**src/verilog/averager_pkg.sv**
```systemverilog
// averager_pkg: shared constants and types of the oversampling averager
// assumes a 50 MHz system clock and a conversion core with a start/done handshake
`default_nettype none
package averager_pkg;
	localparam int unsigned clock_hz = 50000000;
	// internally timed burst sample rates
	localparam int unsigned burst_rate_wide_sps = 3000000;
	localparam int unsigned burst_rate_narrow_sps = 4000000;
	// cycles between internally timed starts; each spacing rounds down
	localparam int unsigned burst_gap_wide_cycles = clock_hz / burst_rate_wide_sps;
	localparam int unsigned burst_gap_narrow_cycles = clock_hz / burst_rate_narrow_sps;
	localparam int unsigned sample_width = 16;
	localparam int unsigned boost_bits = 2;
	localparam int unsigned fifo_depth = 8;
	localparam int unsigned max_ratio_log2 = 5;
	localparam logic [2:0] ratio_none = 3'h0;
	localparam logic [2:0] ratio_max_burst = 3'h5;
	localparam logic [2:0] ratio_max_rolling = 3'h3;
	localparam logic style_burst = 1'b0;
	localparam logic style_rolling = 1'b1;
	localparam logic [17:0] result_reset = 18'h00000;

	typedef enum logic [1:0] {
		st_idle = 2'b00,
		st_wait_conv = 2'b01,
		st_gap = 2'b10,
		st_finish = 2'b11
	} avg_state_t;
endpackage : averager_pkg
`default_nettype wire

```
**src/verilog/sample_fifo.sv**
```systemverilog
// sample_fifo: first-word-fall-through fifo with valid/ready on both sides
// assumes one clock; depth is a power of two
`timescale 1ns/1ps
`default_nettype none
module sample_fifo #(
	parameter int unsigned width = 16,
	parameter int unsigned depth = 8
) (
	input wire logic clock,
	input wire logic rst_n,
	input wire logic in_valid,
	output logic in_ready,
	input wire logic [width-1:0] in_data,
	output logic out_valid,
	input wire logic out_ready,
	output logic [width-1:0] out_data
);
	localparam int unsigned aw = $clog2(depth);

	typedef struct packed {
		logic [aw-1:0] wr;
		logic [aw-1:0] rd;
		logic [aw:0] count;
	} fifo_state_t;

	fifo_state_t s_q;
	fifo_state_t s_d;
	logic [width-1:0] mem_q [depth];
	logic push;
	logic pop;

	assign in_ready = s_q.count != aw'(0) + (aw+1)'(depth);
	assign out_valid = s_q.count != '0;
	assign push = in_valid && in_ready;
	assign pop = out_valid && out_ready;
	assign out_data = mem_q[s_q.rd];

	always_comb
	begin
		s_d = s_q;
		if (push)
		begin
			s_d.wr = s_q.wr + aw'(1);
		end
		if (pop)
		begin
			s_d.rd = s_q.rd + aw'(1);
		end
		s_d.count = s_q.count + (aw+1)'(push) - (aw+1)'(pop);
	end

	always_ff @(posedge clock or negedge rst_n)
	begin
		if (!rst_n)
		begin
			s_q <= '0;
		end
		else
		begin
			s_q <= s_d;
		end
	end

	// storage has no reset; contents are only read while counted valid
	always_ff @(posedge clock)
	begin
		if (push)
		begin
			mem_q[s_q.wr] <= in_data;
		end
	end
endmodule : sample_fifo
`default_nettype wire

```
**src/verilog/history_window.sv**
```systemverilog
// history_window: eight most recent conversion results and the sum of the newest n
// assumes shift pulses come one per completed conversion
`timescale 1ns/1ps
`default_nettype none
module history_window
	import averager_pkg::*;
#(
	parameter int unsigned width = averager_pkg::sample_width,
	parameter int unsigned depth = averager_pkg::fifo_depth
) (
	input wire logic clock,
	input wire logic rst_n,
	input wire logic flush,
	input wire logic shift,
	input wire logic [width-1:0] sample,
	input wire logic [1:0] take_log2,
	output logic [width+2:0] window_sum
);
	typedef struct packed {
		logic primed;
		logic [depth-1:0][width-1:0] entry;
	} hist_state_t;

	hist_state_t s_q;
	hist_state_t s_d;
	logic [width+2:0] part [depth+1];

	always_comb
	begin
		s_d = s_q;
		if (flush)
		begin
			s_d.primed = 1'b0;
		end
		else if (shift)
		begin
			s_d.primed = 1'b1;
			s_d.entry[0] = sample;
			for (int i = 1; i < int'(depth); i++)
			begin
				// first result after reset fills every slot
				s_d.entry[i] = s_q.primed ? s_q.entry[i-1] : sample;
			end
		end
	end

	// entry 0 is the newest; running partial sums of the newest entries
	assign part[0] = '0;
	generate
		for (genvar g = 0; g < int'(depth); g++)
		begin : g_sum
			assign part[g+1] = part[g] + (width+3)'(s_q.entry[g]);
		end
	endgenerate

	always_comb
	begin
		unique case (take_log2)
			2'h0: window_sum = part[1];
			2'h1: window_sum = part[2];
			2'h2: window_sum = part[4];
			2'h3: window_sum = part[8];
		endcase
	end

	always_ff @(posedge clock or negedge rst_n)
	begin
		if (!rst_n)
		begin
			s_q <= '0;
		end
		else
		begin
			s_q <= s_d;
		end
	end
endmodule : history_window
`default_nettype wire

```
**src/verilog/oversampling_averager.sv**
```systemverilog
// oversampling_averager: burst and rolling averaging between conversion core and serial port
// assumes the core answers each conv_start with one conv_done pulse and its sample,
// and that the serial side pops results from the output fifo with valid/ready
// and that style, ratio and boost stay steady while busy is high
// limitation: result_boosted tags the newest word produced, not the fifo head
// Functional notes
// - style bit 0 with valid nonzero ratio selects burst averaging
// - burst ratio codes 0..5 mean 1,2,4,8,16,32 samples; 6 and 7 invalid
// - burst: sum n results and divide by n
// - host starts first conversion by select falling edge; device times the rest
// - extra burst samples run at 3 MSPS (16-bit) or 4 MSPS
// - averaged result is ready for the following serial access
// - burst samples discarded after averaging; next burst needs next falling edge
// - result is 16 bits unless precision boost is enabled
// - style bit 1 with valid nonzero ratio selects rolling averaging
// - rolling keeps history; one output per conversion
// - rolling: every conversion host-started, no internal extra samples
// - averaging history holds exactly eight entries
// - first result after any reset fills the whole history
// - every completed conversion shifts into history regardless of settings; here one whose done pulse meets soft_reset is not shifted
// - rolling: sum newest n entries and divide by n
// - rolling ratio codes 0..3 mean 1,2,4,8 samples
// - boost with valid averaging widens result by two bits
`timescale 1ns/1ps
`default_nettype none
module oversampling_averager
	import averager_pkg::*;
#(
	parameter int unsigned width = averager_pkg::sample_width,
	parameter int unsigned out_depth = 8,
	parameter bit wide_variant = 1'b1
) (
	input wire logic clock,
	input wire logic rst_n,
	input wire logic soft_reset,
	input wire logic select_n,
	input wire logic averaging_style_select,
	input wire logic [2:0] averaging_ratio_field,
	input wire logic precision_boost_enable,
	output logic conv_start,
	input wire logic conv_done,
	input wire logic [width-1:0] conv_data,
	output logic result_valid,
	input wire logic result_ready,
	output logic [width+1:0] result_data,
	output logic result_boosted,
	output logic busy
);
	import averager_pkg::*;

	localparam int unsigned acc_w = width + max_ratio_log2;
	localparam logic [7:0] gap_cycles = wide_variant ? 8'(burst_gap_wide_cycles)
		: 8'(burst_gap_narrow_cycles);
	// the done cycle and the start cycle are part of the start-to-start spacing
	localparam logic [7:0] gap_reload = gap_cycles - 8'h02;

	typedef struct packed {
		avg_state_t state;
		logic select_n_prev;
		logic [acc_w-1:0] acc;
		logic [5:0] remaining;
		logic [7:0] gap;
		logic [2:0] ratio;
		logic boost;
		logic push;
		logic [width+1:0] out_word;
		logic out_boost;
		logic rolling_pending;
	} avg_regs_t;

	avg_regs_t s_q;
	avg_regs_t s_d;
	logic select_fall;
	logic burst_mode;
	logic rolling_mode;
	logic [1:0] roll_log2;
	logic [width+2:0] roll_sum;
	logic fifo_ready;
	logic [width+1:0] scaled;
	logic [acc_w-1:0] acc_next;
	logic [width+2:0] roll_scaled;
	logic burst_ok;
	logic rolling_ok;
	logic burst_boost;
	logic roll_boost;
	logic [5:0] burst_len;
	logic [acc_w+1:0] acc_wide;
	logic [width+4:0] roll_wide;

	// previous select resets high, so a pin held low at release reads as a falling edge
	assign select_fall = s_q.select_n_prev && !select_n;

	// ratio decode; rolling stops at eight because the history holds no more
	always_comb
	begin
		burst_ok = 1'b0;
		rolling_ok = 1'b0;
		if (averaging_ratio_field == ratio_none)
		begin
			burst_ok = 1'b0;
			rolling_ok = 1'b0;
		end
		else if (averaging_ratio_field <= ratio_max_rolling)
		begin
			burst_ok = 1'b1;
			rolling_ok = 1'b1;
		end
		else if (averaging_ratio_field <= ratio_max_burst)
		begin
			burst_ok = 1'b1;
			rolling_ok = 1'b0;
		end
		else
		begin
			// codes above the burst maximum are invalid in both styles
			burst_ok = 1'b0;
			rolling_ok = 1'b0;
		end
	end

	assign burst_mode = averaging_style_select == style_burst && burst_ok;
	assign rolling_mode = averaging_style_select == style_rolling && rolling_ok;
	assign roll_log2 = rolling_mode ? averaging_ratio_field[1:0] : 2'h0;
	assign burst_boost = burst_mode && precision_boost_enable;
	assign roll_boost = rolling_mode && precision_boost_enable;

	// samples per burst for each ratio code; invalid codes take a single sample
	always_comb
	begin
		burst_len = 6'h01;
		unique case (averaging_ratio_field)
			3'h0: burst_len = 6'h01;
			3'h1: burst_len = 6'h02;
			3'h2: burst_len = 6'h04;
			3'h3: burst_len = 6'h08;
			3'h4: burst_len = 6'h10;
			3'h5: burst_len = 6'h20;
			3'h6: burst_len = 6'h01;
			3'h7: burst_len = 6'h01;
		endcase
	end

	// every completed conversion enters the history, whatever the style, unless soft_reset is high in its done cycle
	history_window #(
		.width(width),
		.depth(fifo_depth)
	) u_history (
		.clock(clock),
		.rst_n(rst_n),
		.flush(soft_reset),
		.shift(conv_done),
		.sample(conv_data),
		.take_log2(roll_log2),
		.window_sum(roll_sum)
	);

	// finished words queue here until the serial side reads them
	sample_fifo #(
		.width(width + 2),
		.depth(out_depth)
	) u_out_fifo (
		.clock(clock),
		.rst_n(rst_n),
		.in_valid(s_q.push),
		.in_ready(fifo_ready),
		.in_data(s_q.out_word),
		.out_valid(result_valid),
		.out_ready(result_ready),
		.out_data(result_data)
	);

	// burst accumulator with the arriving sample folded in
	assign acc_next = s_q.acc + acc_w'(conv_data);

	// divide by n on a copy two bits wider, so the boost shift cannot overflow
	always_comb
	begin
		acc_wide = {2'b00, acc_next};
		if (s_q.boost)
		begin
			acc_wide = {acc_next, 2'b00};
		end
		scaled = '0;
		unique case (s_q.ratio)
			3'h0: scaled = (width+2)'(acc_wide);
			3'h1: scaled = (width+2)'(acc_wide >> 1);
			3'h2: scaled = (width+2)'(acc_wide >> 2);
			3'h3: scaled = (width+2)'(acc_wide >> 3);
			3'h4: scaled = (width+2)'(acc_wide >> 4);
			3'h5: scaled = (width+2)'(acc_wide >> 5);
			default: scaled = (width+2)'(acc_wide);
		endcase
	end

	// rolling divide, widened the same way
	always_comb
	begin
		roll_wide = {2'b00, roll_sum};
		if (roll_boost)
		begin
			roll_wide = {roll_sum, 2'b00};
		end
		roll_scaled = '0;
		unique case (roll_log2)
			2'h0: roll_scaled = (width+3)'(roll_wide);
			2'h1: roll_scaled = (width+3)'(roll_wide >> 1);
			2'h2: roll_scaled = (width+3)'(roll_wide >> 2);
			2'h3: roll_scaled = (width+3)'(roll_wide >> 3);
		endcase
	end

	always_comb
	begin
		s_d = s_q;
		s_d.select_n_prev = select_n;
		s_d.push = 1'b0;
		conv_start = 1'b0;
		unique case (s_q.state)
			st_idle:
			begin
				// a falling edge while a result waits for fifo room is dropped
				if (select_fall && !s_q.rolling_pending)
				begin
					conv_start = 1'b1;
					s_d.state = st_wait_conv;
					s_d.acc = '0;
					if (burst_mode)
					begin
						s_d.ratio = averaging_ratio_field;
						s_d.remaining = burst_len;
						s_d.boost = burst_boost;
					end
					else
					begin
						// rolling or invalid: one host-started conversion, no extras
						s_d.ratio = 3'h0;
						s_d.remaining = 6'h01;
						s_d.boost = 1'b0;
						s_d.rolling_pending = 1'b1;
					end
				end
			end
			st_wait_conv:
			begin
				if (conv_done)
				begin
					s_d.acc = acc_next;
					s_d.remaining = s_q.remaining - 6'h01;
					if (s_q.remaining == 6'h01)
					begin
						s_d.state = st_finish;
						if (!s_q.rolling_pending)
						begin
							s_d.out_word = scaled;
							s_d.out_boost = s_q.boost;
						end
					end
					else
					begin
						s_d.state = st_gap;
						s_d.gap = gap_reload;
					end
				end
			end
			st_gap:
			begin
				// extra samples paced at the maximum sampling rate
				if (s_q.gap == 8'h00)
				begin
					conv_start = 1'b1;
					s_d.state = st_wait_conv;
				end
				else
				begin
					s_d.gap = s_q.gap - 8'h01;
				end
			end
			st_finish:
			begin
				if (s_q.rolling_pending)
				begin
					// history shifted on the done edge; the sum is now current
					s_d.out_word = (width+2)'(roll_scaled);
					s_d.out_boost = roll_boost;
					s_d.rolling_pending = 1'b0;
				end
				// hold the result until the output fifo takes it
				if (fifo_ready && !s_q.rolling_pending)
				begin
					s_d.push = 1'b1;
					s_d.acc = '0;
					s_d.state = st_idle;
				end
			end
		endcase
		// flush restarts the engine and withholds any start; the output fifo keeps its words
		if (soft_reset)
		begin
			conv_start = 1'b0;
			s_d.state = st_idle;
			s_d.acc = '0;
			s_d.remaining = '0;
			s_d.gap = '0;
			s_d.ratio = '0;
			s_d.boost = 1'b0;
			s_d.push = 1'b0;
			s_d.rolling_pending = 1'b0;
		end
	end

	assign result_boosted = s_q.out_boost;
	assign busy = s_q.state != st_idle;

	always_ff @(posedge clock or negedge rst_n)
	begin
		if (!rst_n)
		begin
			// select idles high, so reset must not look like a falling edge
			s_q <= '{
				state: st_idle,
				select_n_prev: 1'b1,
				acc: '0,
				remaining: '0,
				gap: '0,
				ratio: '0,
				boost: 1'b0,
				push: 1'b0,
				out_word: result_reset,
				out_boost: 1'b0,
				rolling_pending: 1'b0
			};
		end
		else
		begin
			s_q <= s_d;
		end
	end
endmodule : oversampling_averager
`default_nettype wire

```
**config.mk**
```make
export PLATFORM = sky130hd
export DESIGN_NAME = oversampling_averager
export DESIGN_NICKNAME = d
export VERILOG_FILES = /design/src/verilog/averager_pkg.sv /design/src/verilog/sample_fifo.sv /design/src/verilog/history_window.sv /design/src/verilog/oversampling_averager.sv
export SDC_FILE = /design/constraint.sdc
export NUM_CORES = 1
export LEC_CHECK = 0
export BUFFER_PORTS_ARGS = -buffer_cell sky130_fd_sc_hd__buf_2
export CAP_MARGIN = 30
export CORE_MARGIN = 2
export CORE_UTILIZATION = 30
export CTS_CLUSTER_DIAMETER = 30
export DETAILED_ROUTE_END_ITERATION = 10
export HOLD_SLACK_MARGIN = 0.02
export SYNTH_ARGS = -nofsm -noshare
export SYNTH_HDL_FRONTEND = slang
export SYNTH_SLANG_ARGS = --single-unit
```
**constraint.sdc**
```tcl
create_clock -name clock -period 7.15 [get_ports clock]
set_clock_uncertainty 0.2 [all_clocks]
set_input_delay 1.43 -clock clock [delete_from_list [all_inputs] [get_ports clock]]
set_output_delay 1.43 -clock clock [all_outputs]
set_load 0.05 [all_outputs]
```
==> results of run 1 <==
==> final cells by class <==
| type | instances | area (um2) | share of cell area |
|---|---|---|---|
| clock buffer | 114 | 2310 | 0.0789 |
| clock inverter | 36 | 613 | 0.0209 |
| inverter | 190 | 713 | 0.0243 |
| multi-input combinational | 1563 | 12500 | 0.426 |
| sequential | 346 | 9390 | 0.320 |
| tap | 959 | 1200 | 0.0409 |
| timing repair buffer | 351 | 2610 | 0.0891 |
==> worst min-delay path by stage <==
stage                     endpoint  slack (ns)  cells after the start
after floorplan            s_q[46]        0.25                      2
after global placement     s_q[32]        0.27                      1
after detailed placement   s_q[32]        0.28                      1
after CTS                  s_q[32]        0.29                      1
after global routing       s_q[32]        0.31                      1
final                      s_q[32]        0.29                      1
==> Yosys cell counts, types with 6 or more instances <==
master     number  area (um2)
a211oi_1       67         503
a21o_1         36         270
a21oi_1       227        1140
a221o_1         6        60.1
a221oi_1        6        52.6
a22o_1         13         114
a311oi_1        9        78.8
a31oi_1        23         144
a32oi_1         6        52.6
and2_1         13        81.3
and3_1         15        93.8
and4_1          6        52.6
buf_1          11        41.3
clkbuf_1      121         454
dfrtp_1       201        5030
edfxtp_1      144        4320
fa_1           67        1340
ha_1           81        1010
inv_1         188         706
mux2_2         44         495
mux2i_1        21         210
mux4_2         38         856
nand2_1       202         758
nand2b_1       16         100
nand3_1        44         220
nand4_1        22         138
nor2_1        118         443
nor2b_1        24         150
nor3_1         31         155
nor3b_1         8        60.1
o2111ai_1       6        52.6
o211ai_1       28         210
o21a_1          9        67.6
o21ai_0       155         776
o21ai_1        12        60.1
o221ai_1       12         105
o22ai_1         8        50.1
o31ai_1        18         135
or2_2           9        56.3
or3_1          22         138
xnor2_1        20         175
xor2_1         19         166
==> metrics by stage <==
stage / instances / hold slack (ns) / worst slack, ns / util / TNS (ns)
after floorplan: 2238 / 0.253 / -0.326 / - / -0.746
after global placement: 3333 / 0.266 / -0.641 / 0.342 / -6.60
after detailed placement: 3335 / 0.284 / -0.765 / 0.343 / -7.99
after CTS: 3548 / 0.288 / -0.435 / 0.398 / -3.74
after global routing: 3559 / 0.308 / -0.774 / 0.401 / -9.15
final: 3559 / 0.293 / -0.557 / 0.401 / -6.15
==> flip-flops by register name, summed over array words and instances (netlist names) <==
register and cells:
u_out_fifo.mem_q 144, result_boosted 1, u_out_fifo.s_q 10, s_q 62, u_history.s_q 129
==> layer usage <==
layer  vias to the layer above  GRT usage  routed length, um
met5                         -          0                  0
met4                         0     0.0778               2840
met3                       201     0.0293               4500
met2                       732      0.308              34100
met1                      9623      0.261              32400
li1                       8801          -                  -
==> cells by family (layout without fill, tap and decap cells) <==
| logic type | after synthesis | count (layout) | synth area share |
|---|---|---|---|
| compound gates | 728 | 728 | 0.213 |
| xor+xnor | 40 | 40 | 0.0161 |
| fa+ha+maj | 148 | 148 | 0.106 |
| buf+inv | 329 | 691 | 0.0562 |
| flops | 346 | 346 | 0.423 |
| mux | 103 | 103 | 0.0704 |
| simple gates | 544 | 544 | 0.115 |
==> worst reg2reg max path, delay by kind of cell (launching register included) <==
family,cells,cell delay (ns)
DFF,1,0.35
and+or+nand+nor,8,1.90
adders and majority gates,8,3.06
buffers and inverters,6,0.47
AOI/OAI and AO/OA,8,1.29
xor gates and xnor gates,1,0.31
==> what timing repair did <==
action,in CTS,in global routing
pin swaps,71,42
setup buffers,66,11
setup endpoints to repair,15,16
gates resized for setup,111,33
==> impl_metrics.csv, run 1 <==
group,metric,value,unit
run_status,status,"finished, violations left",
run_status,violations,"design-rule violations, negative setup slack",
synth,syn_nets,2413,
final_layout,n_antenna_cell,0,
placed_design,placed_area,0.0250,mm2
synth,yosys.cell_types.count,99,
grt,overflow,0,
synth,avgSynthCellArea,9.91,um2
clocking,htreeDepth,3,
detailed_routing,drtAntennaViolNets,0,
synth,yosysWarnings,0,
floorplanning,io_pins,49,
placed_design,dp_hpwl,52.2,mm
sta,timing.final.ws_setup,-0.557,ns
setup_path,startpoint_type,"flip-flop",
detailed_routing,viasPerCell,5.44,
clocking,path_clk_slew,0.05,ns
detailed_routing,totalWireLength,73.9,mm
floorplanning,start_util,0.304,
synth,syn_area,0.0222,mm2
final_layout,final_cell_mix,"292 x buf_4, 213 x a21oi_1, 198 x nand2_1, 198 x dfrtp_1, 177 x inv_1",
clocking,clkLatencyLatePin,0.63,ns
setup_path,crit_type,"reg2reg",
setup_path,timing.critical_path.buf_inv,6,
floorplanning,core,0.0731,mm2
run,drv_cap,0,
placed_design,place_congestion,0.931,
final_layout,syn_to_final_growth,32.2,%
sta,max-slew-margin-rel,0.313,
sta,finalMaxSlewViolations,0,
sta,hold_viol,0,
grt,grt_pass1_vias,19460,
synth,syn-instance-count,2238,
setup_path,critPathTopFamily,"adder cells",
detailed_routing,drt_pass1_iterations,9,
clocking,numCtsBuffers,83,
setup_path,critPathSlowestCell,"fa_1",
detailed_routing,first_iter_violations,1512,
setup_path,crit_end,"s_q[13]",
final_layout,mostFrequentLayoutCell,"buf_4",
synth,synth_seq_cells,346,
placed_design,portBuffers,48,
setup_path,worstSetupEndpointType,"flip-flop",
synth,synthFlopType,"dfrtp_1",
setup_path,r2r-end,"s_q[13]",
setup_path,critical-path-max-stage-delay,0.53,ns
grt,grt_antenna_before_repair,1,
clocking,cts_tree,"yes",
floorplanning,dieWidth,276,um
sta,period_share,1.08,
floorplanning,dieArea,0.0762,mm2
grt,track_usage,0.193,
sta,finalSetupViolations,15,
detailed_routing,drc,3,
setup_path,crit_top_cell,"fa_1",
clocking,holdBufCountCts,0,
setup_path,crit_start,"u_history.s_q[0]",
setup_path,required,7.43,ns
synth,ys_seq_area_frac,0.423,
final_layout,final.fill_count,6904,
setup_path,ff2ff_path_depth,31,
clocking,clock_sinks,346,
floorplanning,die_h,276,um
synth,async_flop_share,0.584,
sta,worst_slew_pin_slew,1.02,ns
grt,grt_pass1_wl,114,mm
grt,grt_max_degree,151,
sta,clock.fmax,130,MHz
sta,rsz0062_at_grt,"true",
final_layout,nets,2710,
worst_hold_path,hold_start,"s_q[32]",
setup_path,crit_cells,31,
floorplanning,rows,99,
worst_hold_path,hp-class,"reg2reg",
setup_path,crit-reg2reg-launch,"u_history.s_q[0]",
detailed_routing,num_vias,19357,
setup_path,cp_data_arrival_time,7.99,ns
sta,fin_crit,7.71,ns
final_layout,drive_gt1_frac,0.281,
synth,synth_edf_count,144,
clocking,clk_path_buf_depth,3,
clocking,cts_root_buffer,"clkbuf_16",
setup_path,worst-r2r-setup-slack,-0.56,ns
detailed_routing,wire_per_inst,20.8,um
final_layout,final_area,0.0293,mm2
setup_path,path_max_fanout,4,
Power of run 1 is not shown: default switching activity piles up to over one toggle a cycle in this logic, so the estimate is an artifact.
==> inputs of run 2 (changes only) <==
--- a/config.mk
+++ b/config.mk
@@ -7,8 +7,9 @@
 export LEC_CHECK = 0
 export BUFFER_PORTS_ARGS = -buffer_cell sky130_fd_sc_hd__buf_2
 export CAP_MARGIN = 30
+export CORE_ASPECT_RATIO = 0.8
 export CORE_MARGIN = 2
-export CORE_UTILIZATION = 30
+export CORE_UTILIZATION = 32
 export CTS_CLUSTER_DIAMETER = 30
 export DETAILED_ROUTE_END_ITERATION = 10
 export HOLD_SLACK_MARGIN = 0.02
==> run 2 against run 1 <==
  * The run ends with negative setup slack left
  * Sequential cell count is the same
  * Register-to-register slack improved by 0.12 ns
  * Clock-buffer cell count down 29
  * Via count decreased by 1.3%
  * Setup slack better by 0.12 ns
  * Critical path depth is 1 higher
  * Routed wire length shrank 3.3%
  * Sequential share of layout area grew 0.43 points
  * Worst hold slack got worse by 0.0087 ns
  * Core utilization rose by 2.0 points
  * Critical path type unchanged
  * Highest routed layer is now met5
==> impl_metrics.csv, run 2 (synthesis results as in run 1) <==
group,metric,value,unit
run_status,status,"finished, violations left",
run_status,violations,"negative setup slack",
final_layout,reg.largest.list,"u_out_fifo.mem_q: 144 flops, u_history.s_q: 129 flops, s_q: 62 flops",
sta,hold_viol,0,
setup_path,worst-r2r-setup-slack,-0.43,ns
placed_design,place_congestion,0.923,
floorplanning,die_h,240,um
detailed_routing,wire_per_inst,20.5,um
grt,grt_pass1_wl,110,mm
detailed_routing,num_vias,19111,
run,drv_cap,0,
detailed_routing,drtAntennaViolNets,0,
setup_path,critPathSlowestCell,"fa_1",
setup_path,path_max_fanout,5,
setup_path,crit_type,"reg2reg",
sta,fin_crit,7.58,ns
final_layout,largest_reg_flops,144,
grt,grt_max_degree,153,
final_layout,fin_cells,3491,
final_layout,mostFrequentLayoutCell,"buf_4",
sta,fin_setup_tns,-3.70,ns
sta,finalMaxSlewViolations,0,
final_layout,top_register,"u_out_fifo.mem_q",
clocking,clkLatencyLatePin,0.62,ns
clocking,cts_tree,"yes",
sta,rsz0062_at_grt,"true",
sta,finalSetupViolations,13,
final_layout,final_cell_mix,"260 x buf_4, 206 x a21oi_1, 198 x dfrtp_1, 197 x nand2_1, 174 x inv_1",
worst_hold_path,hold_start,"result_boosted",
floorplanning,dieWidth,298,um
placed_design,dp_slack,-1.22,ns
clocking,cts_root_buffer,"clkbuf_16",
sta,timing.final.ws_setup,-0.433,ns
sta,period_share,1.06,
clocking,clock_sinks,346,
grt,grt_antenna_before_repair,7,
sta,clock.fmax,132,MHz
clocking,htreeDepth,3,
placed_design,dp_hpwl,50.5,mm
worst_hold_path,hp-class,"reg2reg",
floorplanning,io_pins,49,
placed_design,portBuffers,48,
setup_path,worstSetupEndpointType,"flip-flop",
floorplanning,dieArea,0.0715,mm2
final_layout,final_area,0.0289,mm2
final_layout,drive_gt1_frac,0.282,
setup_path,crit-reg2reg-launch,"u_history.s_q[17]",
floorplanning,start_util,0.323,
floorplanning,rows,86,
detailed_routing,viasPerCell,5.47,
grt,track_usage,0.197,
placed_design,dp.cells,3295,
clocking,clk_path_buf_depth,3,
sta,worst_slew_pin_slew,1.09,ns
setup_path,cp_data_arrival_time,7.84,ns
grt,grt_pass1_vias,18536,
final_layout,syn_to_final_growth,30.5,%
floorplanning,core,0.0688,mm2
detailed_routing,drc,0,
clocking,path_clk_slew,0.04,ns
setup_path,startpoint_type,"flip-flop",
setup_path,required,7.41,ns
sta,max-slew-margin-rel,0.265,
detailed_routing,drt_pass1_iterations,7,
setup_path,crit_start,"u_history.s_q[17]",
detailed_routing,totalWireLength,71.4,mm
setup_path,critical-path-max-stage-delay,0.55,ns
final_layout,final.fill_count,6394,
grt,overflow,0,
clocking,numCtsBuffers,70,
final_layout,nets,2687,
detailed_routing,first_iter_violations,1794,
placed_design,placed_area,0.0249,mm2
run 2: worst max-delay path, delay by kind of cell (launching register included):
| family | cells | cell delay, ns |
|---|---|---|
| fa+ha+maj | 7 | 2.70 |
| flops | 1 | 0.37 |
| compound gates | 9 | 1.48 |
| buf+inv | 7 | 0.85 |
| simple gates | 9 | 1.80 |
run 2: cell type report:
cell class	count	area, um2	share of cell area
clock buffer	85	1890	0.0652
inverter	190	713	0.0246
multi-input combinational	1563	12700	0.437
clock inverter	39	523	0.0181
timing repair buffer	341	2620	0.0906
tap	924	1160	0.0399
sequential	346	9390	0.324
antenna	3	7.51	0.000259
run 2: per-stage QoR:
step                      hold WS, ns   util
after CTS                       0.295  0.415
after global routing            0.329  0.421
after global placement          0.270  0.362
after detailed placement        0.284  0.363
final                           0.284  0.421
after floorplan                 0.253      -
run 2: worst paths after layout:
kind,to,cells past startpoint
worst max-delay path,s_q[13],32
worst min register to register,result_boosted,2
max in group asynchronous,u_history.s_q[1],2
worst max register to register,s_q[13],32
worst min-delay path,result_boosted,2
min in group asynchronous,u_history.s_q[61],1
run 2: repair_timing:
action | CTS | global route
endpoints found under the setup margin | 15 | 16
pin swaps | 91 | 68
gates resized for setup | 146 | 50
hold buffers | 0 | 0
setup buffers | 72 | 16
run 2: routing by layer:
metal / track usage / up-vias / routed length, um
li1: - / 8779 / -
met1: 0.289 / 9435 / 33900
met2: 0.295 / 747 / 30900
met3: 0.0359 / 144 / 4700
met4: 0.0618 / 6 / 1940
met5: 0 / - / 46
Power of run 2 is left out for the same reason.
